==> src/rtl/sbd_pkg.sv <==
// Shared constants for the subtract decode and execute block
package sbd_pkg;
  // Register byte offsets
  localparam logic [5:0] OFS_CTRL = 6'h00;
  localparam logic [5:0] OFS_STATUS = 6'h04;
  localparam logic [5:0] OFS_OPWORD = 6'h08;
  localparam logic [5:0] OFS_EXT = 6'h0c;
  localparam logic [5:0] OFS_DEST = 6'h10;
  localparam logic [5:0] OFS_SRC = 6'h14;
  localparam logic [5:0] OFS_CCR_IN = 6'h18;
  localparam logic [5:0] OFS_FEATURE = 6'h1c;
  localparam logic [5:0] OFS_INDEX = 6'h20;
  localparam logic [5:0] OFS_RESULT = 6'h24;
  localparam logic [5:0] OFS_CCR_OUT = 6'h28;
  // Reset values
  localparam logic [31:0] RST_WORD = 32'h0000_0000;
  localparam logic [4:0] RST_CCR = 5'h00;
  localparam logic [1:0] RST_FEATURE = 2'h0;
  // Control and status bit positions
  localparam int CTRL_GO = 0;
  localparam int ST_BUSY = 0;
  localparam int ST_DONE = 1;
  localparam int ST_ILLEGAL = 2;
  localparam int ST_FLAGS = 3;
  localparam int ST_KIND = 4;
  localparam int ST_SIZE = 6;
  localparam int ST_IMMW = 8;
  localparam int FEAT_EXT = 0;
  localparam int FEAT_REDUCED = 1;
  // Flag positions in a condition byte
  localparam int CC_X = 4;
  localparam int CC_N = 3;
  localparam int CC_Z = 2;
  localparam int CC_V = 1;
  localparam int CC_C = 0;
  // Opcode patterns
  localparam logic [3:0] OP_ADDR_TOP = 4'h9;
  localparam logic [7:0] OP_IMM_TOP = 8'h04;
  localparam logic [3:0] OP_QUICK_TOP = 4'h5;
  localparam logic [2:0] OPM_WORD = 3'h3;
  localparam logic [2:0] OPM_LONG = 3'h7;
  // Size field codes
  localparam logic [1:0] SZ_BYTE = 2'h0;
  localparam logic [1:0] SZ_WORD = 2'h1;
  localparam logic [1:0] SZ_LONG = 2'h2;
  localparam logic [1:0] SZ_NONE = 2'h3;
  // Effective address mode and register codes
  localparam logic [2:0] M_DREG = 3'h0;
  localparam logic [2:0] M_AREG = 3'h1;
  localparam logic [2:0] M_INDEX = 3'h6;
  localparam logic [2:0] M_OTHER = 3'h7;
  localparam logic [2:0] R_ABS_W = 3'h0;
  localparam logic [2:0] R_ABS_L = 3'h1;
  localparam logic [2:0] R_PC_DISP = 3'h2;
  localparam logic [2:0] R_PC_INDEX = 3'h3;
  localparam logic [2:0] R_IMM = 3'h4;
  // Index extension word: full-format bit and indirect select
  localparam int IX_FULL = 8;
  localparam int IX_IIS_HI = 2;
  localparam logic [3:0] QUICK_EIGHT = 4'h8;
  // Instruction kinds reported in status
  typedef enum logic [1:0] {
    SBD_KIND_NONE,
    SBD_KIND_ADDR,
    SBD_KIND_IMM,
    SBD_KIND_QUICK
  } sbd_kind_t;
endpackage

==> src/rtl/sbd_alu.sv <==
// Sized subtractor with condition flag generation
`timescale 1ns/1ps
module sbd_alu (
  input wire logic [1:0] size_i,
  input wire logic [31:0] dst_i,
  input wire logic [31:0] src_i,
  output logic [31:0] diff_o,
  output logic [4:0] flags_o
);
  logic [4:0] shamt;
  logic [31:0] dst_up;
  logic [31:0] src_up;
  logic [32:0] wide;

  // Align the operand sign to bit 31 so one subtractor serves every size
  always_comb begin
    case (size_i)
      sbd_pkg::SZ_BYTE: shamt = 5'h18;
      sbd_pkg::SZ_WORD: shamt = 5'h10;
      default: shamt = 5'h00;
    endcase
  end

  assign dst_up = dst_i << shamt;
  assign src_up = src_i << shamt;
  assign wide = {1'b0, dst_up} - {1'b0, src_up};
  assign diff_o = wide[31:0] >> shamt;

  // Borrow out of bit 31 is the sized borrow, since the low bits are zero
  always_comb begin
    flags_o[sbd_pkg::CC_C] = wide[32];
    flags_o[sbd_pkg::CC_X] = wide[32];
    flags_o[sbd_pkg::CC_N] = wide[31];
    flags_o[sbd_pkg::CC_Z] = (wide[31:0] == 32'h0000_0000);
    flags_o[sbd_pkg::CC_V] = (dst_up[31] != src_up[31]) &&
                             (wide[31] != dst_up[31]);
  end
endmodule // sbd_alu

==> src/rtl/sbd_top.sv <==
// Subtract-address, subtract-immediate and subtract-quick execute unit
`timescale 1ns/1ps

module sbd_top (
  input wire logic clk_i,
  input wire logic rst_i,
  input wire logic ce_i,
  input wire logic [5:0] avs_address,
  input wire logic avs_read,
  input wire logic avs_write,
  input wire logic [31:0] avs_writedata,
  input wire logic [3:0] avs_byteenable,
  output logic [31:0] avs_readdata,
  output logic avs_waitrequest,
  output logic busy_o
);
  typedef enum logic [1:0] {
    SBD_IDLE,
    SBD_CALC,
    SBD_DONE
  } sbd_state_t;

  sbd_state_t state;
  logic ack_q;
  logic wr_hit;
  logic [31:0] opword;
  logic [31:0] ext_words;
  logic [31:0] dest;
  logic [31:0] src;
  logic [4:0] ccr_in;
  logic [1:0] feature;
  logic [31:0] index_ext;
  logic [31:0] result;
  logic [4:0] ccr_out;
  logic done;
  logic illegal;
  logic flags_written;
  sbd_pkg::sbd_kind_t kind;
  logic [1:0] op_size;
  logic [1:0] imm_words;
  logic [31:0] next_readdata;
  logic go;

  // Decoded fields
  logic [2:0] ea_mode;
  logic [2:0] ea_reg;
  logic [2:0] opmode;
  logic [1:0] size_fld;
  logic [3:0] quick_val;
  logic is_addr;
  logic is_imm;
  logic is_quick;
  logic index_ok;
  logic ea_legal;
  logic dec_illegal;
  sbd_pkg::sbd_kind_t dec_kind;
  logic [1:0] dec_size;
  logic [1:0] dec_immw;
  logic dec_flags;
  logic dec_full32;
  logic [31:0] alu_dst;
  logic [31:0] alu_src;
  logic [1:0] alu_size;
  logic [31:0] alu_diff;
  logic [4:0] alu_flags;
  logic [31:0] size_mask;
  logic [31:0] next_result;

  // One wait state; a low clock enable also holds the answer off, so a
  // master never sees an answer on an edge where nothing is written
  assign avs_waitrequest = (avs_read | avs_write) & ~(ack_q & ce_i);
  assign wr_hit = avs_write & ack_q & ce_i;
  assign busy_o = (state != SBD_IDLE);
  assign go = wr_hit && (avs_address == sbd_pkg::OFS_CTRL) &&
              avs_byteenable[0] && avs_writedata[sbd_pkg::CTRL_GO];

  // Merge write data into a register by byte lane
  function automatic logic [31:0] be_merge(
    input logic [31:0] old_v,
    input logic [31:0] new_v,
    input logic [3:0] be
  );
    logic [31:0] r;
    r = old_v;
    for (int i = 0; i < 4; i++) begin
      if (be[i]) begin
        r[i*8 +: 8] = new_v[i*8 +: 8];
      end
    end
    return r;
  endfunction

  // Acknowledge toggles so back-to-back requests each see one wait
  always_ff @(posedge clk_i) begin
    if (rst_i) begin
      ack_q <= 1'b0;
    end else if (ce_i) begin
      ack_q <= (avs_read | avs_write) & ~ack_q;
    end
  end

  // Software-written operand and control registers
  always_ff @(posedge clk_i) begin
    if (rst_i) begin
      opword <= sbd_pkg::RST_WORD;
      ext_words <= sbd_pkg::RST_WORD;
      dest <= sbd_pkg::RST_WORD;
      src <= sbd_pkg::RST_WORD;
      index_ext <= sbd_pkg::RST_WORD;
      ccr_in <= sbd_pkg::RST_CCR;
      feature <= sbd_pkg::RST_FEATURE;
    end else if (ce_i && wr_hit) begin
      case (avs_address)
        sbd_pkg::OFS_OPWORD: begin
          opword <= be_merge(opword, avs_writedata, avs_byteenable);
        end
        sbd_pkg::OFS_EXT: begin
          ext_words <= be_merge(ext_words, avs_writedata, avs_byteenable);
        end
        sbd_pkg::OFS_DEST: begin
          dest <= be_merge(dest, avs_writedata, avs_byteenable);
        end
        sbd_pkg::OFS_SRC: begin
          src <= be_merge(src, avs_writedata, avs_byteenable);
        end
        sbd_pkg::OFS_INDEX: begin
          index_ext <= be_merge(index_ext, avs_writedata, avs_byteenable);
        end
        sbd_pkg::OFS_CCR_IN: begin
          if (avs_byteenable[0]) begin
            ccr_in <= avs_writedata[4:0];
          end
        end
        sbd_pkg::OFS_FEATURE: begin
          if (avs_byteenable[0]) begin
            feature <= avs_writedata[1:0];
          end
        end
        default: begin
        end
      endcase
    end
  end

  // Opcode field extraction
  assign ea_mode = opword[5:3];
  assign ea_reg = opword[2:0];
  assign opmode = opword[8:6];
  assign size_fld = opword[7:6];
  assign is_addr = (opword[15:12] == sbd_pkg::OP_ADDR_TOP) &&
                   (opword[7:6] == 2'h3);
  assign is_imm = (opword[15:8] == sbd_pkg::OP_IMM_TOP) &&
                  (size_fld != sbd_pkg::SZ_NONE);
  assign is_quick = (opword[15:12] == sbd_pkg::OP_QUICK_TOP) &&
                    opword[8] && (size_fld != sbd_pkg::SZ_NONE);
  // Zero in the data field stands for eight
  assign quick_val = (opword[11:9] == 3'h0) ? sbd_pkg::QUICK_EIGHT :
                     {1'b0, opword[11:9]};

  // Full-format index words need the extended family; the reduced
  // core only has base displacement, no memory indirection
  always_comb begin
    index_ok = 1'b1;
    if (index_ext[sbd_pkg::IX_FULL]) begin
      if (!feature[sbd_pkg::FEAT_EXT]) begin
        index_ok = 1'b0;
      end else if (feature[sbd_pkg::FEAT_REDUCED] &&
                   (index_ext[sbd_pkg::IX_IIS_HI:0] != 3'h0)) begin
        index_ok = 1'b0;
      end
    end
  end

  // Addressing mode legality per instruction form
  always_comb begin
    ea_legal = 1'b0;
    if (is_addr) begin
      case (ea_mode)
        sbd_pkg::M_INDEX: ea_legal = index_ok;
        sbd_pkg::M_OTHER: begin
          ea_legal = (ea_reg <= sbd_pkg::R_IMM);
          if (ea_reg == sbd_pkg::R_PC_INDEX) begin
            ea_legal = index_ok;
          end
        end
        default: ea_legal = 1'b1;
      endcase
    end else if (is_imm || is_quick) begin
      case (ea_mode)
        sbd_pkg::M_AREG: begin
          // Address register only for quick, and never byte sized
          ea_legal = is_quick &&
                     (size_fld != sbd_pkg::SZ_BYTE);
        end
        sbd_pkg::M_INDEX: ea_legal = index_ok;
        sbd_pkg::M_OTHER: begin
          ea_legal = (ea_reg == sbd_pkg::R_ABS_W) ||
                     (ea_reg == sbd_pkg::R_ABS_L);
        end
        default: ea_legal = 1'b1;
      endcase
    end
  end

  // Operand selection and sizing
  always_comb begin
    dec_kind = sbd_pkg::SBD_KIND_NONE;
    dec_size = sbd_pkg::SZ_NONE;
    dec_immw = 2'h0;
    dec_flags = 1'b0;
    dec_full32 = 1'b0;
    alu_dst = dest;
    alu_src = src;
    alu_size = sbd_pkg::SZ_LONG;
    if (is_addr) begin
      dec_kind = sbd_pkg::SBD_KIND_ADDR;
      dec_full32 = 1'b1;
      dec_size = (opmode == sbd_pkg::OPM_WORD) ? sbd_pkg::SZ_WORD :
                 sbd_pkg::SZ_LONG;
      if ((ea_mode == sbd_pkg::M_OTHER) &&
          (ea_reg == sbd_pkg::R_IMM)) begin
        // Immediate source comes from the extension words
        if (opmode == sbd_pkg::OPM_WORD) begin
          alu_src = {16'h0000, ext_words[31:16]};
          dec_immw = 2'h1;
        end else begin
          alu_src = ext_words;
          dec_immw = 2'h2;
        end
      end
      if (opmode == sbd_pkg::OPM_WORD) begin
        alu_src = {{16{alu_src[15]}}, alu_src[15:0]};
      end
    end else if (is_imm) begin
      dec_kind = sbd_pkg::SBD_KIND_IMM;
      dec_size = size_fld;
      dec_flags = 1'b1;
      alu_size = size_fld;
      case (size_fld)
        sbd_pkg::SZ_BYTE: begin
          alu_src = {24'h000000, ext_words[23:16]};
          dec_immw = 2'h1;
        end
        sbd_pkg::SZ_WORD: begin
          alu_src = {16'h0000, ext_words[31:16]};
          dec_immw = 2'h1;
        end
        default: begin
          alu_src = ext_words;
          dec_immw = 2'h2;
        end
      endcase
    end else if (is_quick) begin
      dec_kind = sbd_pkg::SBD_KIND_QUICK;
      dec_size = size_fld;
      // Value is at most eight, so sign extension leaves it positive
      alu_src = {28'h0000000, quick_val};
      if (ea_mode == sbd_pkg::M_AREG) begin
        dec_full32 = 1'b1;
      end else begin
        dec_flags = 1'b1;
        alu_size = size_fld;
      end
    end
  end

  assign dec_illegal = (dec_kind == sbd_pkg::SBD_KIND_NONE) || !ea_legal;

  sbd_alu sbd_alu_inst (
    .size_i(alu_size),
    .dst_i(alu_dst),
    .src_i(alu_src),
    .diff_o(alu_diff),
    .flags_o(alu_flags)
  );

  // Bits of the destination that the operation replaces
  always_comb begin
    case (alu_size)
      sbd_pkg::SZ_BYTE: size_mask = 32'h0000_00ff;
      sbd_pkg::SZ_WORD: size_mask = 32'h0000_ffff;
      default: size_mask = 32'hffff_ffff;
    endcase
  end

  // Untouched upper bits of a data destination are kept
  assign next_result = (alu_diff & size_mask) |
                       (dest & ~size_mask);

  // Sequencer: a go while busy is ignored
  always_ff @(posedge clk_i) begin
    if (rst_i) begin
      state <= SBD_IDLE;
    end else if (ce_i) begin
      case (state)
        SBD_IDLE: begin
          if (go) begin
            state <= SBD_CALC;
          end
        end
        SBD_CALC: state <= SBD_DONE;
        SBD_DONE: state <= SBD_IDLE;
        default: state <= SBD_IDLE;
      endcase
    end
  end

  // Result capture; an illegal form leaves destination and flags alone
  always_ff @(posedge clk_i) begin
    if (rst_i) begin
      result <= sbd_pkg::RST_WORD;
      ccr_out <= sbd_pkg::RST_CCR;
      illegal <= 1'b0;
      flags_written <= 1'b0;
      kind <= sbd_pkg::SBD_KIND_NONE;
      op_size <= sbd_pkg::SZ_NONE;
      imm_words <= 2'h0;
    end else if (ce_i && (state == SBD_CALC)) begin
      kind <= dec_kind;
      op_size <= dec_size;
      imm_words <= dec_immw;
      illegal <= dec_illegal;
      flags_written <= dec_flags && !dec_illegal;
      if (dec_illegal) begin
        result <= dest;
        ccr_out <= ccr_in;
      end else begin
        result <= dec_full32 ? alu_diff : next_result;
        // Address destinations keep every flag
        ccr_out <= dec_flags ? alu_flags : ccr_in;
      end
    end
  end

  // Done is set on completion and cleared by the next go
  always_ff @(posedge clk_i) begin
    if (rst_i) begin
      done <= 1'b0;
    end else if (ce_i) begin
      if (state == SBD_DONE) begin
        done <= 1'b1;
      end else if (go) begin
        done <= 1'b0;
      end
    end
  end

  // Read multiplexer; unmapped offsets read as zero
  always_comb begin
    next_readdata = 32'h0000_0000;
    case (avs_address)
      sbd_pkg::OFS_STATUS: begin
        next_readdata[sbd_pkg::ST_BUSY] = busy_o;
        next_readdata[sbd_pkg::ST_DONE] = done;
        next_readdata[sbd_pkg::ST_ILLEGAL] = illegal;
        next_readdata[sbd_pkg::ST_FLAGS] = flags_written;
        next_readdata[sbd_pkg::ST_KIND +: 2] = kind;
        next_readdata[sbd_pkg::ST_SIZE +: 2] = op_size;
        next_readdata[sbd_pkg::ST_IMMW +: 2] = imm_words;
      end
      sbd_pkg::OFS_OPWORD: next_readdata = opword;
      sbd_pkg::OFS_EXT: next_readdata = ext_words;
      sbd_pkg::OFS_DEST: next_readdata = dest;
      sbd_pkg::OFS_SRC: next_readdata = src;
      sbd_pkg::OFS_CCR_IN: next_readdata[4:0] = ccr_in;
      sbd_pkg::OFS_FEATURE: next_readdata[1:0] = feature;
      sbd_pkg::OFS_INDEX: next_readdata = index_ext;
      sbd_pkg::OFS_RESULT: next_readdata = result;
      sbd_pkg::OFS_CCR_OUT: next_readdata[4:0] = ccr_out;
      default: next_readdata = 32'h0000_0000;
    endcase
  end

  // Read data is captured in the wait cycle, so it stands at the
  // edge where waitrequest is low
  always_ff @(posedge clk_i) begin
    if (rst_i) begin
      avs_readdata <= 32'h0000_0000;
    end else if (ce_i && avs_read && !ack_q) begin
      avs_readdata <= next_readdata;
    end
  end
endmodule // sbd_top

==> config.mk <==
export PLATFORM = sky130hd
export DESIGN_NAME = sbd_top
export DESIGN_NICKNAME = d
export VERILOG_FILES = /design/src/rtl/sbd_pkg.sv /design/src/rtl/sbd_alu.sv /design/src/rtl/sbd_top.sv
export SDC_FILE = /design/constraint.sdc
export NUM_CORES = 1
export LEC_CHECK = 0
export ABC_AREA = 1
export BUFFER_PORTS_ARGS = -buffer_cell sky130_fd_sc_hd__clkbuf_2
export CORE_MARGIN = 5
export CORE_UTILIZATION = 62
export DETAILED_ROUTE_END_ITERATION = 10
export HOLD_SLACK_MARGIN = 0.12
export PLACE_DENSITY = 0.8
export SYNTH_ARGS = -nofsm -noshare
export SYNTH_HDL_FRONTEND = slang
export SYNTH_SLANG_ARGS = --single-unit
==> constraint.sdc <==
create_clock -name clk_i -period 4.64 [get_ports clk_i]
set_clock_uncertainty 0.15 [all_clocks]
set_input_delay 0.464 -clock clk_i [delete_from_list [all_inputs] [get_ports clk_i]]
set_output_delay 0.464 -clock clk_i [all_outputs]
set_load 0.05 [all_outputs]
# After elaboration in Yosys (flattened, before gate mapping)
# Index checks and enable logic that the tools add are counted.
[totals]
ff_bits = 248
latchBits = 0
ram_bits = 0
romBits = 0
inputBits = 47
out_inout_bits = 34
wordCells = 191
memories = 0
[op_classes]
add_sub_neg = 1
multipliers = 0
div = 0
magnitude_cmp = 1
eq_ne = 29
shifts = 3
n_mux = 53
bitwise = 12
reduce_logical = 59
[op_table]
columns = ["op", "count"]
rows = [
  ["32-bit 2-to-1 mux", 8],
  ["22-bit one-hot mux with 6 select lines", 1],
  ["32-bit one-hot mux with 2 select lines", 2],
  ["3-bit AND reduction", 22],
  ["32-bit AND", 2],
  ["32-bit by 5-bit << shifter with 32-bit output", 2],
  ["5-bit one-hot mux with 7 select lines", 1],
  ["32-bit by 32-bit subtractor with 33-bit output", 1],
  ["32-bit logical NOT", 1],
  ["2-bit 2-to-1 mux", 16],
  ["32-bit NOT", 1],
  ["32-bit bitwise OR", 1],
  ["32-bit by 5-bit >> shifter with 32-bit output", 1],
  ["3-bit one-hot mux with 9 select lines", 1],
  ["6-bit by 5-bit == test with 1-bit output (second input constant)", 4],
  ["2-bit one-hot mux with 10 select lines", 1],
  ["6-bit == test (second input constant)", 3],
  ["1-bit logical AND", 16],
  ["1-bit 2-to-1 mux", 16],
  ["6-bit by 4-bit == test with 1-bit output (second input constant)", 2],
  ["5-bit 2-to-1 mux", 2],
  ["5-bit one-hot mux with 2 select lines", 1],
  ["3-bit == test (second input constant)", 3],
  ["8-bit by 3-bit == test with 1-bit output (second input constant)", 1],
  ["other kinds (26)", 49],
]

# Longest topological paths before layout
[depth]
depth_word = 15
depth_mapped = 32
ltp_nobuf = 31

# Modules after synthesis
# Synthesis repeated with hierarchy kept, for this count alone.
[hier_totals]
hier_cells = 2589
hier_area_um2 = 15919.0
[modules_own_cells]
columns = ["mod", "n_inst", "cells_per_inst", "area_each_um2"]
rows = [
  ["sbd_top", 1, 1797, 12259.3],
  ["sbd_alu", 1, 792, 3659.8],
]

# Worst setup path after synthesis
# No wires, ideal clock.
[synth_path]
kind = "register -> register"
startpoint = "reg opword[8]"
endpoint = "reg result[0]"
t_arrival_ns = 3.238
t_required_ns = 4.358
slack_ns = 1.120
stages_incl_launch_ff = 28
n_path_buf = 2
cell_sequence = "dfxtp_1 > inv_2 > nor2_1 > nand4_4 > o21ai_2 > inv_2 > nor2_2 > inv_2 > buf_2 > buf_1 > nand2_1 > ha_1 > inv_1 > fa_1 > nand3_1 > nand3_1 > nand2_1 > nand2_1 > nand3_1 > nand2_1 > nand2_1 > nand3b_1 > nand2_1 > nand2_1 > o21ai_0 > nand2_1 > nand2_1 > a21oi_1"
[synth_between]
elab_chain_len = 14
elab_cells_between_ends = 39
[synth_lines]
columns = ["item", "line_no", "source"]
rows = [
  ["from (decl)", "sbd_top.sv:26", "logic [31:0] opword;"],
  ["from (signal assigned)", "sbd_top.sv:105", "opword <= sbd_pkg::RST_WORD;"],
  ["from (signal assigned)", "sbd_top.sv:115", "opword <= be_merge(opword, avs_writedata, avs_byteenable);"],
  ["parallel branches: the longest is 13 deep, another holds 32-bit by 32-bit subtractor with 33-bit output", "n/a", ""],
  ["32-bit 2-to-1 mux (*)", "sbd_top.sv:324", "if (dec_illegal) begin"],
  ["to (signal assigned)", "sbd_top.sv:311", "result <= sbd_pkg::RST_WORD;"],
  ["to (signal assigned)", "sbd_top.sv:325", "result <= dest;"],
  ["to (signal assigned)", "sbd_top.sv:328", "result <= dec_full32 ? alu_diff : next_result;"],
  ["to (decl)", "sbd_top.sv:33", "logic [31:0] result;"],
]
# Mark *: on every way between the ends.
# A chain may end at the register's enable or synchronous reset.

# Final worst setup path
[layout_path]
startpoint = "reg opword[5]"
endpoint = "reg result[10]"
[layout_between]
elab_chain_len = 14
elab_cells_between_ends = 35
[layout_lines]
columns = ["item", "line_no", "source"]
rows = [
  ["3-bit by 1-bit == test with 1-bit output", "sbd_top.sv:189, sbd_top.sv:258", ""],
  ["2-bit 2-to-1 mux", "sbd_top.sv:258", "if (ea_mode == sbd_pkg::M_AREG) begin"],
  ["2-bit 2-to-1 mux", "sbd_top.sv:253", "end else if (is_quick) begin"],
  ["2-bit 2-to-1 mux", "sbd_top.sv:234", "end else if (is_imm) begin"],
  ["2-bit 2-to-1 mux", "sbd_top.sv:215", "if (is_addr) begin"],
  ["2-bit by 1-bit == test with 1-bit output or 2-bit logical NOT (tied branches)", "sbd_alu.sv:17, sbd_top.sv:279", ""],
  ["5-bit one-hot mux with 2 select lines", "sbd_alu.sv:17", "case (size_i)"],
  ["32-bit by 5-bit << shifter with 32-bit output, on equally long branches", "sbd_alu.sv:24, sbd_alu.sv:25", ""],
  ["32-bit by 32-bit subtractor with 33-bit output", "sbd_alu.sv:26", "assign wide = {1'b0, dst_up} - {1'b0, src_up};"],
  ["32-bit by 5-bit >> shifter with 32-bit output", "sbd_alu.sv:27", "assign diff_o = wide[31:0] >> shamt;"],
  ["32-bit AND", "sbd_top.sv:287", "assign next_result = (alu_diff & size_mask) |"],
  ["32-bit bitwise OR", "sbd_top.sv:287", ""],
  ["32-bit 2-to-1 mux", "sbd_top.sv:328", ""],
  ["32-bit 2-to-1 mux (*)", "sbd_top.sv:324", ""],
]
# Every way passes the cells marked *; elsewhere a longest branch is shown, timed or not.

==> out/metrics.cfg <==
[clock_tree]
cts-htree-levels=1
cts_tree=yes
clk_latency_ns=0.56
cts_buffer_depth=3
path_clk_slew_ns=0.07
cts.sinks=248
numCtsBuffers=26
cts_root_buf=clkbuf_16

[route]
vias_per_cell=6.55
wirelength_um=63100
ant_nets=0
vias=17997
drt-pass1-iter-count=8
drtIter0Drc=3359
wl_per_cell_um=23.0
drc=0

[setup_path]
crit_family=simple AND/OR/NAND/NOR gates
cp_slowest_cell=ha_1
worstSetupPathType=flip-flop to flip-flop
end_kind=flip-flop
slowest_delay_ns=0.45
crit_buf_inv=3
cp_cell_sequence=nand2_1, inv_1, nand2_2, nor2_4, buf_4, nor2_2, nand2_1, o2111ai_1, a21o_2, nand2_1, nand3_1, ha_1, nand2_1, nor2_1, nand3_1, nand3_1, nand2_1, nand3_1, nand2_1, nand2_1, inv_1, o22ai_1, nand2_1, a21oi_1
required_ns=4.98
cpMostUsedCell=nand2_1
cp_max_fo=6
crit_arrival_ns=4.82
startpoint_type=flip-flop

[die]
start_util=0.633
row_count=56
coreArea_sq_um=23500
die_h_um=165
ioPinCount=81
die_area_sq_um=27200
dieWidth_um=165

[global_route]
grt_pass1_vias=16465
antenna_found_initial=3
grtUsageTotal=0.448
grt_max_degree=102
grt_pass1_wl_um=94000
grt_overflow=0

[layout]
nFillCells=1949
fin_nets=2490
drive_above_1_share=0.109
stdcell_area_sq_um=16900
utilization=0.720
antenna_cells=0
syn2layout_area_growth_pct=13.7

[flow_run]
maxCapViolCount=0

[place]
portBuffers=80
placed_cell_area_sq_um=15800
hpwl_um=46400
gp_congestion=1.17
place_ws_ns=0.120

[pwr]
power_per_cell_area_nw_per_um2=268
total_power_mw=4.54
vdd_ir_drop_max_mv=0.330
leakage_nw=7.50

[sta]
tightest_slew_ns=1.00
holdWs_ns=0.123
rsz0062_at_grt=yes
finalMaxSlewViolations=0
setup_violations=0
hold_violations=0
slew_headroom=0.332
postLayoutSetupSlackWorst_ns=0.160
fmax_ghz=0.223
finalCriticalPeriod_ns=4.48
period_share=0.965

[synthesis]
synth_top_area_frac=0.333
ys_top_cells_by_area=dfxtp_1 (33%), nand2_1 (12%), o21ai_0 (8.9%)
syn-num-nets=2400
synth_warnings=0
syn_area_per_cell_sq_um=6.43
netlist_area_sq_um=14900
yosysTopAreaCell=dfxtp_1
async_flop_share=0
synth.top_cells.by_count=nand2_1 (457), nor2_1 (296), inv_1 (286)
synth.distinct_cells=51
synth-seq-area-share=0.333
yosysMostFrequentCell=nand2_1
synth_seq_cells=248
synthCells=2320
synth_ff_type=dfxtp_1
synth_edf_count=0

[hold_path]
hp-class=primary input to flip-flop

[run_status]
status=finished clean

## cells in the final DEF (no fill, tap or decap), types with 3 or more instances in the layout
cell type	n
clkbuf_16	26
nor2_1	291
nand4_1	12
inv_1	283
a31oi_1	12
xor2_1	6
nor3_1	12
nor2_4	6
ha_2	3
a221oi_2	3
inv_2	24
o31ai_1	3
and2_1	4
nor2_2	7
o211ai_1	19
clkbuf_1	9
ha_1	29
inv_4	5
o21ai_1	14
nand2_2	6
a21oi_1	205
o21ai_0	264
o2111ai_1	18
nand2_1	453
o22ai_1	46
clkinvlp_4	3
clkbuf_2	80
o221ai_1	19
clkinv_2	3
clkinv_1	3
a22oi_1	21
dfxtp_1	247
dlygate4sd3_1	20
nand3_1	110
a221oi_1	47
buf_4	65
nand2_4	5
xnor2_1	4
nor3_2	6
## timing repair
action	CTS	global route
endpoints found under the hold margin	35	0
endpoints found under the setup margin	0	33
setup buffers	0	6
resized for setup	0	33
hold buffers	20	0
## area by class of cell
cell class	count	area, sq um	area share
Multi-Input combinational cell	1651	8420	0.497
Sequential cell	248	4970	0.293
Inverter	316	1200	0.0709
Timing Repair Buffer	167	1130	0.0666
Clock buffer	37	712	0.0420
Tap cell	319	399	0.0235
Clock inverter	10	124	0.00731
## power breakdown
group | switching [mW] | internal (mW) | total [mW]
registers | 0.00884 | 2.14 | 2.15
logic | 0.219 | 0.0805 | 0.299
clock network | 0.902 | 1.18 | 2.09
total | 1.13 | 3.41 | 4.54
## path summary, 6_finish.rpt
check	startpoint	cells after the start	slack [ns]	end
setup reg to reg	opword[5]$_SDFFE_PP0P_	24	0.16	result[10]$_SDFFE_PP0P_
hold / removal	avs_address[5]	4	0.12	state[0]$_SDFFE_PP0P_
hold reg to reg	avs_readdata[5]$_SDFFE_PP0P_	2	0.32	avs_readdata[5]$_SDFFE_PP0P_
setup / recovery	opword[5]$_SDFFE_PP0P_	24	0.16	result[10]$_SDFFE_PP0P_
## sequential cells by signal (all words and copies together), names as in the netlist
| register | flops |
|---|---|
| ccr_in | 5 |
| alu_dst | 32 |
| imm_words | 2 |
| state | 2 |
| done | 1 |
| op_size | 2 |
| index_ext | 32 |
| flags_written | 1 |
| ccr_out | 5 |
| ack_q | 1 |
| ext_words | 32 |
| result | 32 |
| src | 32 |
| opword | 32 |
| avs_readdata | 32 |
| illegal | 1 |
| feature | 2 |
| kind | 2 |
## cells by family (layout without fill, tap and decap cells)
family,Yosys count,count (layout),synth area share
flops,248,248,0.333
simple gates,923,923,0.256
buf+inv,421,530,0.110
xor+xnor,10,10,0.00587
fa+ha+maj,33,33,0.0282
compound gates,685,685,0.267
## worst min-delay path: stages
cell and delay (ns):
clkbuf_2 0.11, nor4_1 0.07, nand4_1 0.08, a21oi_1 0.06
## per-layer routing
layer,vias up,GRT usage,wire length (um)
met5,-,0.0246,88
met4,4,0.251,4880
met3,383,0.145,9870
met2,1560,0.669,26000
met1,8073,0.568,22200
li1,7977,-,-
## metrics by stage
stage,TNS (ns),cells
floorplan,0,2320
global placement,0,2675
detailed placement,0,2675
CTS,0,2742
global route,-0.0562,2748
finish,0,2748
Power figures use the tool's default switching activity.
